[config.mk]
export PLATFORM = sky130hd
export DESIGN_NAME = dlp_host_flat
export DESIGN_NICKNAME = d
export VERILOG_FILES = /design/src/hw/dlp_pkg.sv /design/src/hw/dlp_link_if.sv /design/src/hw/dlp_host.sv /design/src/flat_wrapper.sv
export SDC_FILE = /design/constraint.sdc
export NUM_CORES = 1
export LEC_CHECK = 0
export ABC_AREA = 1
export BUFFER_PORTS_ARGS = -buffer_cell sky130_fd_sc_hd__buf_4
export CAP_MARGIN = 10
export CELL_PAD_IN_SITES_DETAIL_PLACEMENT = 0
export CELL_PAD_IN_SITES_GLOBAL_PLACEMENT = 1
export CORE_MARGIN = 4
export CORE_UTILIZATION = 41
export CTS_BUF_LIST = sky130_fd_sc_hd__clkbuf_4
export CTS_CLUSTER_SIZE = 8
export DETAILED_ROUTE_END_ITERATION = 10
export PLACE_DENSITY_LB_ADDON = 0.1
export SYNTH_ARGS = -nofsm -noshare
export SYNTH_HDL_FRONTEND = slang
export SYNTH_SLANG_ARGS = --single-unit
[constraint.sdc]
create_clock -name aclk -period 1.9 [get_ports aclk]
set_input_delay 0.19 -clock aclk [delete_from_list [all_inputs] [get_ports aclk]]
set_output_delay 0.19 -clock aclk [all_outputs]
set_load 0.02 [all_outputs]
[src/hw/dlp_pkg.sv]
// Package: shared constants of the sample-port link.
// Assumes a 200 MHz aclk on both ends.
package dlp_pkg;
  // ==========================================================
  // Widths and timing
  localparam int SAMPLE_W    = 16;
  localparam int CLK_MHZ     = 200;
  localparam int CLK_NS      = 5;
  localparam int DET_MHZ     = 25;
  localparam int LOSS_HALF_NS = 1000 / (2 * DET_MHZ);
  localparam int LOSS_CYC    = LOSS_HALF_NS / CLK_NS;
  localparam int STARTUP_US  = 1000;
  localparam int STARTUP_CYC = STARTUP_US * CLK_MHZ;
  localparam int PH_N        = 20;

  // ==========================================================
  // Device register map and fields
  localparam logic [7:0] ADDR_CLK_CTRL = 8'h03;
  localparam logic [7:0] ADDR_PORT_CTL = 8'h04;
  localparam logic [7:0] ADDR_PH_CTL   = 8'h05;
  localparam logic [7:0] ADDR_PH_RD    = 8'h06;
  localparam int BIT_SRC_EN   = 0;
  localparam int BIT_SRC_OK   = 1;
  localparam int BIT_A_EN     = 0;
  localparam int BIT_B_EN     = 1;
  localparam int BIT_SINGLE   = 2;
  localparam int BIT_UPD_EN   = 3;
  localparam int BIT_MANUAL   = 2;
  localparam logic [7:0] REG_RESET = 8'h00;
  localparam logic [SAMPLE_W-1:0] MID_SCALE = 16'h0000;
  localparam logic [SAMPLE_W-1:0] LANE_OFF  = 16'h0000;

  // ==========================================================
  // Controller register map (AXI4-Lite byte addresses)
  localparam logic [7:0] H_CTRL   = 8'h00;
  localparam logic [7:0] H_SAMP_A = 8'h04;
  localparam logic [7:0] H_SAMP_B = 8'h08;
  localparam logic [7:0] H_CMD    = 8'h0C;
  localparam logic [7:0] H_STAT   = 8'h10;
  localparam int HB_RUN    = 0;
  localparam int HB_STREAM = 1;
  localparam int HB_SINGLE = 2;
  localparam int HB_INCR   = 3;
  localparam int HB_CMD_WE = 16;
  localparam logic [1:0] AXI_OKAY = 2'h0;

  // ==========================================================
  // Phase comparator codes in drift order
  function automatic logic [7:0] dlp_ph_code(input logic [4:0] idx);
    logic [7:0] c;
    c = 8'h00;
    unique case (idx)
      5'h00: c = 8'h03;  5'h01: c = 8'h04;  5'h02: c = 8'h05;
      5'h03: c = 8'h15;  5'h04: c = 8'h25;  5'h05: c = 8'h35;
      5'h06: c = 8'h45;  5'h07: c = 8'h55;  5'h08: c = 8'h54;
      5'h09: c = 8'h53;  5'h0A: c = 8'h52;  5'h0B: c = 8'h51;
      5'h0C: c = 8'h50;  5'h0D: c = 8'h40;  5'h0E: c = 8'h30;
      5'h0F: c = 8'h20;  5'h10: c = 8'h10;  5'h11: c = 8'h00;
      5'h12: c = 8'h01;  5'h13: c = 8'h02;
      default: c = 8'h00;
    endcase
    return c;
  endfunction : dlp_ph_code

  // Best mux phase per comparator code; unknown codes keep phase
  function automatic logic [1:0] dlp_opt_phase(input logic [7:0] ph,
                                               input logic single,
                                               input logic [1:0] cur);
    logic [1:0] d;
    logic [1:0] s;
    d = cur;
    s = cur;
    unique case (ph)
      8'h03, 8'h04, 8'h05, 8'h15, 8'h25:
      begin d = 2'h2; s = 2'h0; end
      8'h35, 8'h45, 8'h55, 8'h54, 8'h53:
      begin d = 2'h0; s = 2'h2; end
      8'h52, 8'h51, 8'h50, 8'h40, 8'h30:
      begin d = 2'h1; s = 2'h2; end
      8'h20, 8'h10, 8'h00, 8'h01, 8'h02:
      begin d = 2'h3; s = 2'h0; end
      default:
      begin d = cur; s = cur; end
    endcase
    return single ? s : d;
  endfunction : dlp_opt_phase
endpackage : dlp_pkg

[src/hw/dlp_link_if.sv]
// Interface: sample lanes, link clock and config port between ends.
// Assumes both ends share aclk for the config port only.
`timescale 1ns/1ps
`default_nettype none
interface dlp_link_if;
  logic                          source_sync_clock_in;
  logic [dlp_pkg::SAMPLE_W-1:0]  sample_lane_first;
  logic [dlp_pkg::SAMPLE_W-1:0]  sample_lane_second;
  logic                          cfg_req;
  logic                          cfg_we;
  logic [7:0]                    cfg_addr;
  logic [7:0]                    cfg_wdata;
  logic [7:0]                    cfg_rdata;
  logic                          cfg_ack;

  modport device (input source_sync_clock_in, input sample_lane_first,
                  input sample_lane_second, input cfg_req, input cfg_we,
                  input cfg_addr, input cfg_wdata, output cfg_rdata,
                  output cfg_ack);
  modport host (output source_sync_clock_in, output sample_lane_first,
                output sample_lane_second, output cfg_req, output cfg_we,
                output cfg_addr, output cfg_wdata, input cfg_rdata,
                input cfg_ack);
endinterface : dlp_link_if
`default_nettype wire

[src/hw/dlp_host.sv]
// Host end: AXI4-Lite controller that drives link clock and lanes.
// Assumes one outstanding write and one outstanding read.
//
// The AXI4-Lite register port was chosen for this implementation.
`timescale 1ns/1ps
`default_nettype none
module dlp_host #(
  parameter int SW          = dlp_pkg::SAMPLE_W,
  parameter int HALF_CYC    = 3,
  parameter int STARTUP_CYC = dlp_pkg::STARTUP_CYC
) (
  input  wire logic        aclk,
  input  wire logic        aresetn,
  input  wire logic [7:0]  s_axi_awaddr,
  input  wire logic        s_axi_awvalid,
  output logic             s_axi_awready,
  input  wire logic [31:0] s_axi_wdata,
  input  wire logic [3:0]  s_axi_wstrb,
  input  wire logic        s_axi_wvalid,
  output logic             s_axi_wready,
  output logic [1:0]       s_axi_bresp,
  output logic             s_axi_bvalid,
  input  wire logic        s_axi_bready,
  input  wire logic [7:0]  s_axi_araddr,
  input  wire logic        s_axi_arvalid,
  output logic             s_axi_arready,
  output logic [31:0]      s_axi_rdata,
  output logic [1:0]       s_axi_rresp,
  output logic             s_axi_rvalid,
  input  wire logic        s_axi_rready,
  dlp_link_if.host         link
);
  // ==========================================================
  // State
  typedef struct packed {
    logic [3:0]    ctrl;
    logic [SW-1:0] samp_a;
    logic [SW-1:0] samp_b;
    logic [7:0]    div;
    logic          lclk;
    logic [SW-1:0] lane_a;
    logic [SW-1:0] lane_b;
    logic [31:0]   boot;
    logic          ready;
    logic          req;
    logic          we;
    logic [7:0]    addr;
    logic [7:0]    wdata;
    logic [7:0]    cfg_rd;
    logic          aw_got;
    logic [7:0]    awaddr;
    logic          w_got;
    logic [31:0]   wd;
    logic          awready;
    logic          wready;
    logic          bvalid;
    logic          arready;
    logic          rvalid;
    logic [31:0]   rdata;
  } dlp_host_st_t;

  dlp_host_st_t st_r;
  dlp_host_st_t st_nxt;

  logic       run;
  logic       aw_do;
  logic       w_do;
  logic [7:0] cmd_addr;
  logic [7:0] cmd_data;

  always_comb
  begin
    st_nxt = st_r;
    run    = st_r.ctrl[dlp_pkg::HB_RUN];

    // ========================================================
    // Link clock divider and startup wait
    // Divider runs free; a stop waits out the high phase
    st_nxt.div = (st_r.div == 8'(HALF_CYC - 1)) ? 8'h00
                 : st_r.div + 8'h01;
    if (st_r.div == 8'(HALF_CYC - 1) && (run || st_r.lclk))
      st_nxt.lclk = ~st_r.lclk;
    if (!run)
    begin
      st_nxt.boot  = 32'h0;
      st_nxt.ready = 1'b0;
    end
    else if (st_r.boot == 32'(STARTUP_CYC))
      st_nxt.ready = 1'b1;
    else
      st_nxt.boot = st_r.boot + 32'h1;

    // Lanes change mid half-period, away from both link edges
    if (st_r.div != 8'(HALF_CYC / 2))
      st_nxt.lane_a = st_r.lane_a;
    else if (!(st_r.ready && st_r.ctrl[dlp_pkg::HB_STREAM]))
    begin
      st_nxt.lane_a = '0;
      st_nxt.lane_b = '0;
    end
    else
    begin
      if (st_r.ctrl[dlp_pkg::HB_SINGLE])
      begin
        st_nxt.lane_a = '0;
        st_nxt.lane_b = st_r.samp_b;
        if (st_r.ctrl[dlp_pkg::HB_INCR])
          st_nxt.samp_b = st_r.samp_b + SW'(1);
      end
      else
      begin
        st_nxt.lane_a = st_r.samp_a;
        st_nxt.lane_b = st_r.samp_b;
        if (st_r.ctrl[dlp_pkg::HB_INCR])
        begin
          st_nxt.samp_a = st_r.samp_a + SW'(2);
          st_nxt.samp_b = st_r.samp_b + SW'(2);
        end
      end
    end

    // ========================================================
    // Config request to the device
    if (st_r.req && link.cfg_ack)
    begin
      st_nxt.req    = 1'b0;
      st_nxt.cfg_rd = link.cfg_rdata;
    end

    // ========================================================
    // AXI4-Lite write
    aw_do    = s_axi_awvalid & st_r.awready;
    w_do     = s_axi_wvalid & st_r.wready;
    cmd_addr = st_r.wd[7:0];
    cmd_data = st_r.wd[15:8];
    if (aw_do)
    begin
      st_nxt.aw_got = 1'b1;
      st_nxt.awaddr = s_axi_awaddr;
    end
    if (w_do)
    begin
      st_nxt.w_got = 1'b1;
      st_nxt.wd    = s_axi_wdata;
    end
    if (st_r.aw_got && st_r.w_got)
    begin
      st_nxt.aw_got = 1'b0;
      st_nxt.w_got  = 1'b0;
      st_nxt.bvalid = 1'b1;
      unique case (st_r.awaddr)
        dlp_pkg::H_CTRL:   st_nxt.ctrl   = st_r.wd[3:0];
        dlp_pkg::H_SAMP_A: st_nxt.samp_a = st_r.wd[SW-1:0];
        dlp_pkg::H_SAMP_B: st_nxt.samp_b = st_r.wd[SW-1:0];
        dlp_pkg::H_CMD:
        begin
          if (!st_r.req)
          begin
            st_nxt.req   = 1'b1;
            st_nxt.we    = st_r.wd[dlp_pkg::HB_CMD_WE];
            st_nxt.addr  = cmd_addr;
            st_nxt.wdata = cmd_data;
            // Update enable held off until startup is done
            if (cmd_addr == dlp_pkg::ADDR_PORT_CTL && !st_r.ready)
              st_nxt.wdata[dlp_pkg::BIT_UPD_EN] = 1'b0;
          end
        end
        default: ;
      endcase
    end
    if (st_r.bvalid && s_axi_bready)
      st_nxt.bvalid = 1'b0;
    st_nxt.awready = ~st_nxt.aw_got & ~st_nxt.bvalid
                     & ~(st_r.aw_got & st_r.w_got);
    st_nxt.wready  = ~st_nxt.w_got & ~st_nxt.bvalid
                     & ~(st_r.aw_got & st_r.w_got);

    // ========================================================
    // AXI4-Lite read
    if (s_axi_arvalid && st_r.arready)
    begin
      st_nxt.rvalid = 1'b1;
      unique case (s_axi_araddr)
        dlp_pkg::H_CTRL:   st_nxt.rdata = {28'h0, st_r.ctrl};
        dlp_pkg::H_SAMP_A: st_nxt.rdata = 32'(st_r.samp_a);
        dlp_pkg::H_SAMP_B: st_nxt.rdata = 32'(st_r.samp_b);
        dlp_pkg::H_STAT:
          st_nxt.rdata = {16'h0, st_r.cfg_rd, 6'h00, st_r.ready,
                          st_r.req};
        default:           st_nxt.rdata = 32'h0;
      endcase
    end
    if (st_r.rvalid && s_axi_rready)
      st_nxt.rvalid = 1'b0;
    st_nxt.arready = ~st_nxt.rvalid & ~(s_axi_arvalid & st_r.arready);
  end

  always_ff @(posedge aclk)
  begin
    if (!aresetn)
      st_r <= '0;
    else
      st_r <= st_nxt;
  end

  // ==========================================================
  // Outputs
  assign s_axi_awready = st_r.awready;
  assign s_axi_wready  = st_r.wready;
  assign s_axi_bresp   = dlp_pkg::AXI_OKAY;
  assign s_axi_bvalid  = st_r.bvalid;
  assign s_axi_arready = st_r.arready;
  assign s_axi_rdata   = st_r.rdata;
  assign s_axi_rresp   = dlp_pkg::AXI_OKAY;
  assign s_axi_rvalid  = st_r.rvalid;
  assign link.source_sync_clock_in = st_r.lclk;
  assign link.sample_lane_first    = st_r.lane_a;
  assign link.sample_lane_second   = st_r.lane_b;
  assign link.cfg_req   = st_r.req;
  assign link.cfg_we    = st_r.we;
  assign link.cfg_addr  = st_r.addr;
  assign link.cfg_wdata = st_r.wdata;
endmodule : dlp_host
`default_nettype wire

[src/flat_wrapper.sv]
// flat-port wrapper written by rule: the top's interface ports become plain ports
module dlp_host_flat 
#(
  parameter int SW          = dlp_pkg::SAMPLE_W,
  parameter int HALF_CYC    = 3,
  parameter int STARTUP_CYC = dlp_pkg::STARTUP_CYC
)
  (aclk, aresetn, s_axi_awaddr, s_axi_awvalid, s_axi_awready, s_axi_wdata, s_axi_wstrb, s_axi_wvalid, s_axi_wready, s_axi_bresp, s_axi_bvalid, s_axi_bready, s_axi_araddr, s_axi_arvalid, s_axi_arready, s_axi_rdata, s_axi_rresp, s_axi_rvalid, s_axi_rready, link_source_sync_clock_in, link_sample_lane_first, link_sample_lane_second, link_cfg_req, link_cfg_we, link_cfg_addr, link_cfg_wdata, link_cfg_rdata, link_cfg_ack);
  dlp_link_if link_i ();
  input  wire logic aclk;
  input  wire logic aresetn;
  input  wire logic [7:0] s_axi_awaddr;
  input  wire logic s_axi_awvalid;
  output logic s_axi_awready;
  input  wire logic [31:0] s_axi_wdata;
  input  wire logic [3:0] s_axi_wstrb;
  input  wire logic s_axi_wvalid;
  output logic s_axi_wready;
  output logic [1:0] s_axi_bresp;
  output logic s_axi_bvalid;
  input  wire logic s_axi_bready;
  input  wire logic [7:0] s_axi_araddr;
  input  wire logic s_axi_arvalid;
  output logic s_axi_arready;
  output logic [31:0] s_axi_rdata;
  output logic [1:0] s_axi_rresp;
  output logic s_axi_rvalid;
  input  wire logic s_axi_rready;
  output wire logic [$bits(link_i.source_sync_clock_in)-1:0] link_source_sync_clock_in;
  output wire logic [$bits(link_i.sample_lane_first)-1:0] link_sample_lane_first;
  output wire logic [$bits(link_i.sample_lane_second)-1:0] link_sample_lane_second;
  output wire logic [$bits(link_i.cfg_req)-1:0] link_cfg_req;
  output wire logic [$bits(link_i.cfg_we)-1:0] link_cfg_we;
  output wire logic [$bits(link_i.cfg_addr)-1:0] link_cfg_addr;
  output wire logic [$bits(link_i.cfg_wdata)-1:0] link_cfg_wdata;
  input wire logic [$bits(link_i.cfg_rdata)-1:0] link_cfg_rdata;
  input wire logic [$bits(link_i.cfg_ack)-1:0] link_cfg_ack;
  assign link_source_sync_clock_in = link_i.source_sync_clock_in;
  assign link_sample_lane_first = link_i.sample_lane_first;
  assign link_sample_lane_second = link_i.sample_lane_second;
  assign link_cfg_req = link_i.cfg_req;
  assign link_cfg_we = link_i.cfg_we;
  assign link_cfg_addr = link_i.cfg_addr;
  assign link_cfg_wdata = link_i.cfg_wdata;
  assign link_i.cfg_rdata = link_cfg_rdata;
  assign link_i.cfg_ack = link_cfg_ack;
  dlp_host #(.SW(SW), .HALF_CYC(HALF_CYC), .STARTUP_CYC(STARTUP_CYC)) u_core (.aclk(aclk), .aresetn(aresetn), .s_axi_awaddr(s_axi_awaddr), .s_axi_awvalid(s_axi_awvalid), .s_axi_awready(s_axi_awready), .s_axi_wdata(s_axi_wdata), .s_axi_wstrb(s_axi_wstrb), .s_axi_wvalid(s_axi_wvalid), .s_axi_wready(s_axi_wready), .s_axi_bresp(s_axi_bresp), .s_axi_bvalid(s_axi_bvalid), .s_axi_bready(s_axi_bready), .s_axi_araddr(s_axi_araddr), .s_axi_arvalid(s_axi_arvalid), .s_axi_arready(s_axi_arready), .s_axi_rdata(s_axi_rdata), .s_axi_rresp(s_axi_rresp), .s_axi_rvalid(s_axi_rvalid), .s_axi_rready(s_axi_rready), .link(link_i));
endmodule
-- Yosys cells after proc, flatten, opt, wreduce, memory -nomap -nowiden
Cells that the tools add are included.
- word-level logic and storage cells: 98
- flip-flop bits (word level): 215
- reductions and logical operators: 16
- eq/ne operators: 10
- multiplexer cells: 25
- bitwise operators: 18
- add/subtract/negate cells: 5
- operator list (kind ; number):
    $mux 32 ; 6
    $mux 16 ; 5
    $mux 33 ; 2
    $pmux 16 s4 ; 1
    $mux 18 ; 3
    $add 16x2->16 const B ; 2
    $add 32x1->32 const B ; 1
    $eq 32x18->1 const B ; 1
    $eq 8x3->1 const B ; 3
    $eq 8x4->1 const B ; 3
    $add 16x1->16 const B ; 1
    $logic_not 8->1 ; 2
    $and 1x1->1 ; 9
    $mux 9 ; 1
    $not 1->1 ; 9
    $add 8x1->8 const B ; 1
    $eq 8x2->1 const B ; 1
    $eq 8x5->1 const B ; 1
    $logic_and 1x1->1 ; 8
    $ne 8x1->1 const B ; 1
    $mux 1 ; 7
    $reduce_and 2->1 ; 2
    $reduce_and 3->1 ; 1
    $reduce_or 2->1 ; 1
    other kinds (2) ; 2

-- Depth between registers and ports, before layout
Gate-level depths: netlist of the first run.
- depth in word-level cells: 7
- mapped depth: 10

-- Worst setup path after synthesis of the first run
No wires, ideal clock.
- path kind: reg2reg
- start: register u_core.st_r[180] (netlist bit)
- end: register u_core.st_r[182] (netlist bit)
- arrival time: 1452 ps
- path slack: 334 ps
- period minus slack after synthesis: 1566 ps
- cell stages (with the launch flop): 9
- buffers on the path: 0
- cells stage by stage: dfxtp_1 ha_1 nand2_1 o21ai_0 nand2_1 nor2_2 nor2_1 o21bai_1 inv_1
- word-level cells in the longest chain between the ends: 7
- elaborated cells between the ends (all ways): 9
- classes of those cells: add/sub (2); mux (7)
- RTL lines (what ; RTL line ; source):
    start, declared ; dlp_host.sv:62 ; dlp_host_st_t st_r;
    start signal, assigned ; dlp_host.sv:203 ; st_r <= st_nxt;
    $add 16x2->16 / $add 16x1->16 (equally long branches) ; dlp_host.sv:117, dlp_host.sv:108 ;
    $mux 32 / $mux 16 (equally long branches) ; dlp_host.sv:114, dlp_host.sv:107 ;
    $mux 16 * ; dlp_host.sv:103 ; if (st_r.ctrl[dlp_pkg::HB_SINGLE])
    $mux 32 * ; dlp_host.sv:96 ; else if (!(st_r.ready && st_r.ctrl[dlp_pkg::HB_STREAM]))
    $mux 32 * ; dlp_host.sv:94 ; if (st_r.div != 8'(HALF_CYC / 2))
    $mux 16 ; dlp_host.sv:151 ; unique case (st_r.awaddr)
    $mux 32 * ; dlp_host.sv:146 ; if (st_r.aw_got && st_r.w_got)
Mark *: on every way between the ends. The rest lies on a longest branch, timed or not.
A chain may end at the register's enable or synchronous reset.

-- Worst setup path after layout of the first run
- start: register u_core.st_r[172] (netlist bit)
- end: register u_core.st_r[191] (netlist bit)
- word-level cells in the longest chain between the ends: 4
- RTL lines (what ; RTL line):
    $ne 8x1->1 * ; dlp_host.sv:94
    $mux 32 * ; dlp_host.sv:94
    $mux 16 ; dlp_host.sv:151
    $mux 32 * ; dlp_host.sv:146
Marked as above.

==> flow_summary_export.csv, run 1 <==
group,metric,value,unit
critical_path,path_max_fanout,5,
cells_and_area,layout.cells.non_filler,1864,
timing,relSlewSlack,65.6,%
timing,hold_slack,0.0701,ns
grt,grt_antenna_before_repair,1,
synth,synthFlopType,"dfxtp_1",
floorplanning,fp.dieW,160,um
floorplanning,pin_count,160,
clock_tree,cts_tree,"yes",
grt,grt_start_max_net_pins,45,
synth,synth_area,9480,um^2
drt,drt_wl_total,27.7,mm
cells_and_area,n_fill_cell,2405,
synth,netlist_instances,1443,
min_path,hold_end,"u_core.st_r[72]",
critical_path,required,2.47,ns
drt,drtIter0Drc,621,
synth,ys_top_cells_by_area,"dfxtp_1 39%, nand2_1 14%, nor2_1 9.7%, buf_4 7.0%, inv_1 6.0%",
cells_and_area,final_cell_area,11100,um^2
power,pwr-share-seq,56.6,%
power,total_power,7.12,mW
grt,grt_overflow,0,
power,intPower,4.98,mW
clock_tree,numCtsBuffers,17,
synth,syn_avg_cell_area,6.57,um^2
power,power_density,640,nW/um^2
timing,max_freq,576,MHz
placement,port_buffers,120,
drt,firstDrtPassIters,5,
critical_path,r2r_end,"u_core.st_r[191]",
synth,synth_common_cells,"347 x nand2_1, 245 x nor2_1, 184 x dfxtp_1",
min_path,hold_path.class,"input port to flip-flop",
power,switchingPower,2.14,mW
critical_path,r2r-start,"u_core.st_r[172]",
timing,hold_viol,0,
synth,ys_warn_count,0,
placement,place_inst,1794,
clock_tree,clkLatencyLatePin,0.61,ns
power,p_leak,4.98,nW
floorplanning,die_area,25600,um^2
timing,worst_slack,0.165,ns
drt,drc,0,
synth,yosysTopAreaCell,"dfxtp_1",
synth,synth_top_cell_area_share,38.9,%
power,clkPwrFrac,33.7,%
critical_path,reg2reg_depth,10,
critical_path,arrival,2.31,ns
timing,fin_crit,1.74,ns
power,switching_share,30.0,%
clock_tree,clk_pin_slew,0.18,ns
critical_path,critPathKind,"flip-flop to flip-flop",
placement,dp.final_hpwl,20.7,mm
synth,synth.most_common_cell,"nand2_1",
cells_and_area,fin_util,49.0,%
critical_path,setup.worst_path.start_class,"flip-flop",
drt,antenna_left,0,
timing,setup_violations,0,
placement,post-place-ws,0.168,ns
grt,grt_pass1_wl,44.7,mm
critical_path,r2r_setup_slack,0.16,ns
drt,viasPerCell,4.83,
placement,place_area,10400,um^2
timing,worstMarginPinSlew,0.514,ns
cells_and_area,final_nets,1641,
cells_and_area,synthToLayoutAreaGrowth,17.4,%
drt,vias,9012,
clock_tree,cts_max_path_buffers,2,
min_path,min_from,"s_axi_awvalid",
clock_tree,clock-sinks,184,
synth,ys_types,38,
synth,async_flop_share,0,%
grt,track_usage,21.4,%
clock_tree,cts_max_level,4,
power,ir_drop,485,uV
timing,tns,0,ns
run_status,status,"finished, final reports clean",
timing,rsz0062_at_grt,"yes",
power,power_frac_comb,9.7,%
timing,fin_skew,0.0296,ns
critical_path,endpoint_kind,"flip-flop",
floorplanning,num_rows,55,
floorplanning,die_y,160,um
min_path,whs_path_depth,3,
floorplanning,core_area,22700,um^2
grt,grt_pass1_vias,8369,
drt,wl_per_cell,14.9,um
floorplanning,initial_core_util,41.7,%
placement,gp_congestion,0.881,
timing,fin_crit_sh,91.3,%
cells_and_area,drive_gt1_share,13.8,%
clock_tree,cts-root-buf,"clkbuf_4",
timing,maxSlewViolCount,0,
synth,yosysSeqAreaShare,38.9,%
synth,synth-seq-cells,184,
run,maxCapViolCount,0,
synth,synth-edff-count,0,
-- placed cells by master, fill, tap and decap left out, drive strengths merged --
| cell | count |
|---|---|
| nand2 | 347 |
| nor2 | 249 |
| dfxtp | 184 |
| buf | 170 |
| inv | 162 |
| o21ai | 113 |
| nand3 | 94 |
| a21oi | 68 |
| nor3 | 43 |
| dlygate4sd3 | 37 |
| conb | 20 |
| nand4 | 20 |
| clkbuf | 17 |
| o211ai | 9 |
| ha | 8 |
| clkinv | 8 |
| nor3b | 4 |
| o21bai | 4 |
| a21boi | 3 |
| nand3b | 3 |
| o21a | 3 |
| xnor2 | 3 |
| or2 | 2 |
| and2 | 2 |
| diode | 1 |
| nor4 | 1 |
| a211oi | 1 |
| xor2 | 1 |
| nor2b | 1 |
| bufinv | 1 |
-- registers in the layout, summed over array words and instances, names as in the netlist, 8 cells and up --
register,flops
u_core.cmd_addr,8
u_core.link.sample_lane_second,16
u_core.st_r,95
u_core.link.sample_lane_first,16
u_core.cmd_data,8
u_core.link.cfg_addr,8
u_core.link.cfg_wdata,8
u_core.s_axi_rdata,16
-- cell type report --
class	instances	area (um^2)	share of cell area [%]
antenna	1	2.50	0.0225
clock buffer	17	128	1.15
clock inverter	15	201	1.81
timing repair buffer	207	1680	15.1
tap	285	357	3.21
inverter	156	586	5.26
sequential	184	3680	33.1
multi-input combinational	999	4480	40.3
-- worst max-delay path, cell delays in order (launching register included) --
cell	delay, ns
dfxtp_1	0.37
inv_1	0.06
ha_1	0.15
inv_1	0.04
nor2_1	0.20
nand3_1	0.29
nor2_1	0.27
nand3_1	0.10
nand3_1	0.14
nand2_1	0.06
inv_1	0.04
-- power groups by stage --
stage / clock network (mW) / logic (mW) / registers, mW
after detailed placement: 0 / 0.633 / 4.11
after global routing: 2.67 / 0.770 / 4.04
after floorplan: 0 / 0.395 / 4.09
after global placement: 0 / 0.630 / 4.11
final: 2.40 / 0.692 / 4.03
after CTS: 2.49 / 0.693 / 4.03
-- cell families (layout without fill, tap and decap cells) --
| family | after synthesis | count (layout) | synth area share (%) |
|---|---|---|---|
| other cells | 1 | 21 | 0.0396 |
| flops | 184 | 184 | 38.9 |
| simple gates | 766 | 766 | 33.8 |
| fa+ha+maj | 8 | 8 | 1.06 |
| buf+inv | 279 | 395 | 14.7 |
| compound gates | 201 | 201 | 11.2 |
| xor+xnor | 4 | 4 | 0.370 |
-- how the worst max path moves through the flow --
stage | to | start | slack, ns | cells after the start
finish | u_core.st_r[191] | u_core.st_r[172] | 0.16 | 10
global route | u_core.st_r[191] | u_core.st_r[172] | -0.008 | 10
CTS | u_core.st_r[188] | u_core.st_r[172] | 0.13 | 10
detailed placement | u_core.st_r[188] | u_core.st_r[172] | 0.17 | 10
global placement | u_core.st_r[182] | u_core.st_r[172] | 0.19 | 9
floorplan | u_core.st_r[182] | u_core.st_r[180] | 0.33 | 8
-- per-layer routing --
| metal | GRT usage [%] | routed length, um |
|---|---|---|
| met4 | 5.04 | 442 |
| met2 | 32.5 | 11800 |
| met5 | 0 | 0 |
| met3 | 3.74 | 1280 |
| met1 | 31.7 | 14100 |
-- what timing repair did --
item / in CTS / in global routing
hold buffers: 37 / 0
hold endpoints to repair: 39 / 0
buffers inserted: 0 / 0
setup endpoints to repair: 0 / 8
gates resized for setup: 0 / 3
No activity file was read; power rests on OpenSTA's default activity.
==> run 2: changes to the inputs <==
- REMOVE_ABC_BUFFERS: default -> 1
==> flow_summary_export.csv, run 2 (synthesized netlist as in run 1, its figures left out) <==
group,metric,value,unit
power,power_density,636,nW/um^2
timing,worstMarginPinSlew,0.538,ns
cells_and_area,largest_register,"u_core.st_r",
grt,track_usage,20.9,%
placement,port_buffers,120,
drt,antenna_left,0,
clock_tree,clk_pin_slew,0.18,ns
floorplanning,num_rows,55,
critical_path,required,2.46,ns
timing,tns,0,ns
placement,gp_congestion,0.877,
run,maxCapViolCount,0,
run_status,status,"finished, final reports clean",
cells_and_area,final_cell_area,11200,um^2
floorplanning,pin_count,160,
critical_path,max_stage_delay,0.37,ns
placement,place_inst,1799,
power,total_power,7.10,mW
floorplanning,core_area,22700,um^2
timing,fin_crit,1.78,ns
drt,vias,9043,
floorplanning,die_y,160,um
critical_path,critical_path.cell_chain,"inv_1 > ha_1 > inv_1 > nor2_1 > nand3_1 > nor2_1 > nand3_1 > nand3_1 > nand2_1 > inv_1",
floorplanning,die_area,25600,um^2
grt,grt_pass1_wl,43.7,mm
critical_path,critPathBufInv,3,
min_path,whs_path_depth,3,
clock_tree,cts_tree,"yes",
clock_tree,cts_max_level,4,
critical_path,critPathKind,"flip-flop to flip-flop",
drt,drt_wl_total,26.9,mm
grt,grt_overflow,0,
critical_path,crit_family,"simple AND/OR/NAND/NOR gates",
clock_tree,numCtsBuffers,17,
min_path,hold_path.class,"input port to flip-flop",
clock_tree,post_cts_buffers,0,
placement,dp.final_hpwl,20.2,mm
timing,max_freq,562,MHz
timing,worst_slack,0.122,ns
grt,grt_antenna_before_repair,1,
cells_and_area,final_nets,1647,
power,p_leak,5.01,nW
timing,relSlewSlack,63.9,%
drt,wl_per_cell,14.4,um
floorplanning,fp.dieW,160,um
critical_path,path_max_fanout,4,
placement,place_area,10400,um^2
critical_path,setup.worst_path.start_class,"flip-flop",
cells_and_area,n_fill_cell,2414,
critical_path,slowest_stage,"dfxtp_1",
cells_and_area,fin_util,49.1,%
drt,drc,0,
floorplanning,initial_core_util,41.7,%
drt,viasPerCell,4.84,
placement,post-place-ws,0.177,ns
min_path,min_from,"s_axi_awvalid",
cells_and_area,mostFrequentLayoutCells,"347 x nand2_1, 245 x nor2_1, 183 x dfxtp_1",
cells_and_area,largest_reg_flops,95,
cells_and_area,drive_gt1_share,14.0,%
timing,setup_violations,0,
clock_tree,clkLatencyLatePin,0.61,ns
timing,maxSlewViolCount,0,
critical_path,reg2reg_depth,10,
drt,firstDrtPassIters,5,
critical_path,arrival,2.33,ns
critical_path,r2r_end,"u_core.st_r[191]",
cells_and_area,synthToLayoutAreaGrowth,17.7,%
clock_tree,cts-root-buf,"clkbuf_4",
critical_path,endpoint_kind,"flip-flop",
critical_path,r2r_setup_slack,0.12,ns
power,ir_drop,493,uV
timing,rsz0062_at_grt,"yes",
grt,grt_start_max_net_pins,62,
clock_tree,cts_max_path_buffers,2,
timing,hold_viol,0,
min_path,hold_end,"u_core.st_r[73]",
drt,drtIter0Drc,597,
clock_tree,clock-sinks,184,
timing,hold_slack,0.0760,ns
cells_and_area,layout_commonest_cell,"nand2_1",
critical_path,r2r-start,"u_core.st_r[172]",
timing,fin_crit_sh,93.6,%
timing,fin_skew,0.0414,ns
cells_and_area,layout.cells.non_filler,1870,
grt,grt_pass1_vias,8330,
## run 2: layer usage
metal / share of wire (%) / global-route usage, % / routed length, um
met1: 50 / 29.7 / 13500
met4: 1.3 / 4.73 / 359
met3: 3.8 / 3.43 / 1020
met2: 45 / 33.4 / 12000
met5: 0 / 0 / 0
## run 2: area by class of cell
cell class / count / area [um^2] / area share, %
antenna: 1 / 2.50 / 0.0224
timing repair buffer: 213 / 1720 / 15.4
sequential: 184 / 3680 / 33.0
clock buffer: 17 / 128 / 1.14
tap: 285 / 357 / 3.20
inverter: 156 / 586 / 5.25
multi-input combinational: 999 / 4480 / 40.2
clock inverter: 15 / 200 / 1.79
## run 2: worst max path at each step
stage | start | endpoint | slack [ns] | cells past startpoint
2_1_floorplan | u_core.st_r[171] | u_core.st_r[204] | -0.38 | 6
4_1_cts | u_core.st_r[172] | u_core.link.sample_lane_first[1] | 0.14 | 9
5_1_grt | u_core.st_r[172] | u_core.st_r[187] | -0.01 | 10
3_3_place_gp | u_core.st_r[107] | u_core.st_r[136] | 0.20 | 11
6_report | u_core.st_r[172] | u_core.st_r[191] | 0.12 | 10
3_5_place_dp | u_core.st_r[107] | u_core.st_r[136] | 0.18 | 11
## run 2: where the power goes
group	internal [mW]	switching, mW
logic	0.283	0.410
clock network	0.756	1.63
registers	3.94	0.0829
total	4.98	2.12
## run 2: timing repair
action	4_1_cts	5_1_grt
gates resized for setup	0	3
hold buffers	38	0
hold endpoints to repair	45	0
setup endpoints to repair	0	5
## run 2: worst min-delay path, cell delays in order
cell and delay (ns):
buf_4 0.07, nand2_1 0.19, a21oi_1 0.20
==> run 3: changes to the inputs <==
- CTS_BUF_LIST: sky130_fd_sc_hd__clkbuf_4 -> sky130_fd_sc_hd__clkbuf_8
- HOLD_SLACK_MARGIN: default -> 0.02
- SLEW_MARGIN: default -> 30
==> flow_summary_export.csv, run 3 (synthesized netlist as in run 1, its figures left out) <==
group,metric,value,unit
power,pwr-share-seq,53.0,%
drt,drt_wl_total,26.9,mm
timing,fin_crit_sh,91.3,%
cells_and_area,drive_gt1_share,14.2,%
timing,fin_skew,0.0256,ns
cells_and_area,final_cell_area,11300,um^2
critical_path,required,2.33,ns
min_path,whs_path_depth,4,
power,ir_drop,483,uV
drt,drc,0,
timing,relSlewSlack,63.2,%
critical_path,r2r-start,"u_core.st_r[172]",
clock_tree,clk_pin_slew,0.10,ns
clock_tree,clock-sinks,184,
placement,dp.final_hpwl,20.2,mm
drt,firstDrtPassIters,5,
critical_path,reg2reg_depth,10,
cells_and_area,synthToLayoutAreaGrowth,18.8,%
min_path,hold_path.class,"input port to flip-flop",
drt,wl_met1,13.4,mm
grt,grt_pass1_wl,43.7,mm
power,clkPwrFrac,37.9,%
critical_path,critPathKind,"flip-flop to flip-flop",
power,intPower,5.39,mW
run_status,status,"finished, final reports clean",
critical_path,critical_path.cell_chain,"inv_1 > ha_1 > inv_1 > nor2_1 > nand3_1 > nor2_1 > nand3_1 > nand3_1 > nand2_1 > inv_1",
cells_and_area,layout.cells.non_filler,1867,
timing,worstMarginPinSlew,0.552,ns
timing,hold_slack,0.0508,ns
floorplanning,core_area,22700,um^2
power,power_frac_comb,9.1,%
timing,fin_crit,1.73,ns
drt,viasPerCell,4.84,
placement,place_inst,1799,
floorplanning,die_area,25600,um^2
clock_tree,cts_max_level,4,
critical_path,path_max_fanout,4,
critical_path,setup.worst_path.start_class,"flip-flop",
placement,port_buffers,120,
timing,setup_violations,0,
drt,dr_wl_met3,1.23,mm
clock_tree,clkLatencyLatePin,0.48,ns
timing,maxSlewViolCount,0,
timing,max_freq,576,MHz
grt,grt_start_max_net_pins,62,
critical_path,max_stage_delay,0.35,ns
critical_path,cp-startpoint,"u_core.st_r[172]",
drt,dr.max_layer_used,"met4",
timing,hold_viol,0,
clock_tree,cts_tree,"yes",
placement,place_area,10400,um^2
timing,rsz0062_at_grt,"no",
power,total_power,7.57,mW
run,maxCapViolCount,0,
critical_path,arrival,2.16,ns
critical_path,endpoint_kind,"flip-flop",
clock_tree,post_cts_buffers,0,
power,power_density,672,nW/um^2
power,switching_share,28.7,%
cells_and_area,largest_reg_flops,95,
cells_and_area,mostFrequentLayoutCells,"347 x nand2_1, 243 x nor2_1, 184 x dfxtp_1",
floorplanning,pin_count,160,
power,switchingPower,2.17,mW
floorplanning,die_y,160,um
grt,grt_antenna_before_repair,0,
drt,drtIter0Drc,571,
grt,track_usage,21.0,%
grt,grt_pass1_vias,8340,
grt,grt_overflow,0,
drt,wl_met2,11.9,mm
drt,wl_per_cell,14.4,um
placement,gp_congestion,0.877,
cells_and_area,layout_commonest_cell,"nand2_1",
cells_and_area,largest_register,"u_core.st_r",
critical_path,slowest_stage,"dfxtp_1",
drt,vias,9040,
floorplanning,fp.dieW,160,um
floorplanning,initial_core_util,41.7,%
clock_tree,cts-root-buf,"clkbuf_8",
power,p_leak,5.05,nW
drt,antenna_left,0,
cells_and_area,final_nets,1645,
min_path,min_from,"s_axi_arvalid",
cells_and_area,antenna_cells,0,
clock_tree,cts_max_path_buffers,2,
floorplanning,num_rows,55,
clock_tree,numCtsBuffers,17,
[run 3: through the flow]
stage	util [%]	setup WS (ns)	setup TNS, ns
6_report	49.6	0.165	0
5_1_grt	49.6	0.00821	0
2_1_floorplan	-	-0.380	-4.48
3_5_place_dp	46.0	0.177	0
4_1_cts	49.5	0.147	0
3_3_place_gp	46.0	0.200	0
[run 3: critical path, delay by kind of cell (launching register included)]
kind,cells,cell delay [ns]
simple gates,6,1.04
flops,1,0.35
fa+ha+maj,1,0.15
buf+inv,3,0.14
[run 3: final cells by class]
| class | count | area [um^2] |
|---|---|---|
| inverters | 156 | 586 |
| flip-flops and latches | 184 | 3680 |
| clock buffers | 18 | 248 |
| fillers | 2408 | 11400 |
| clock inverters | 14 | 196 |
| repair buffers | 211 | 1700 |
| well taps | 285 | 357 |
| multi-input cells | 999 | 4490 |
[run 3: metal layers]
metal | up-vias | GRT usage (%)
li1 | 4739 | -
met1 | 4075 | 29.8
met2 | 201 | 33.3
met3 | 25 | 3.46
met4 | 0 | 5.20
met5 | - | 0
[run 3: final timing paths]
kind	to	slack, ns
worst max-delay path	u_core.st_r[208]	0.17
worst min-delay path	u_core.s_axi_arready	0.05
worst min register to register	u_core.s_axi_rdata[9]	0.46
worst max register to register	u_core.st_r[208]	0.17
[run 3: what timing repair did]
action,4_1_cts,5_1_grt
hold buffers,36,0
hold endpoints to repair,37,0
setup endpoints to repair,0,4
gates resized for setup,0,5
[run 3: power groups by stage]
stage | registers [mW] | logic [mW] | clock network (mW)
after global placement | 4.10 | 0.631 | 0
after floorplan | 4.09 | 0.319 | 0
after detailed placement | 4.10 | 0.634 | 0
final | 4.01 | 0.690 | 2.87
after CTS | 4.01 | 0.693 | 2.97
after global routing | 4.03 | 0.766 | 3.14
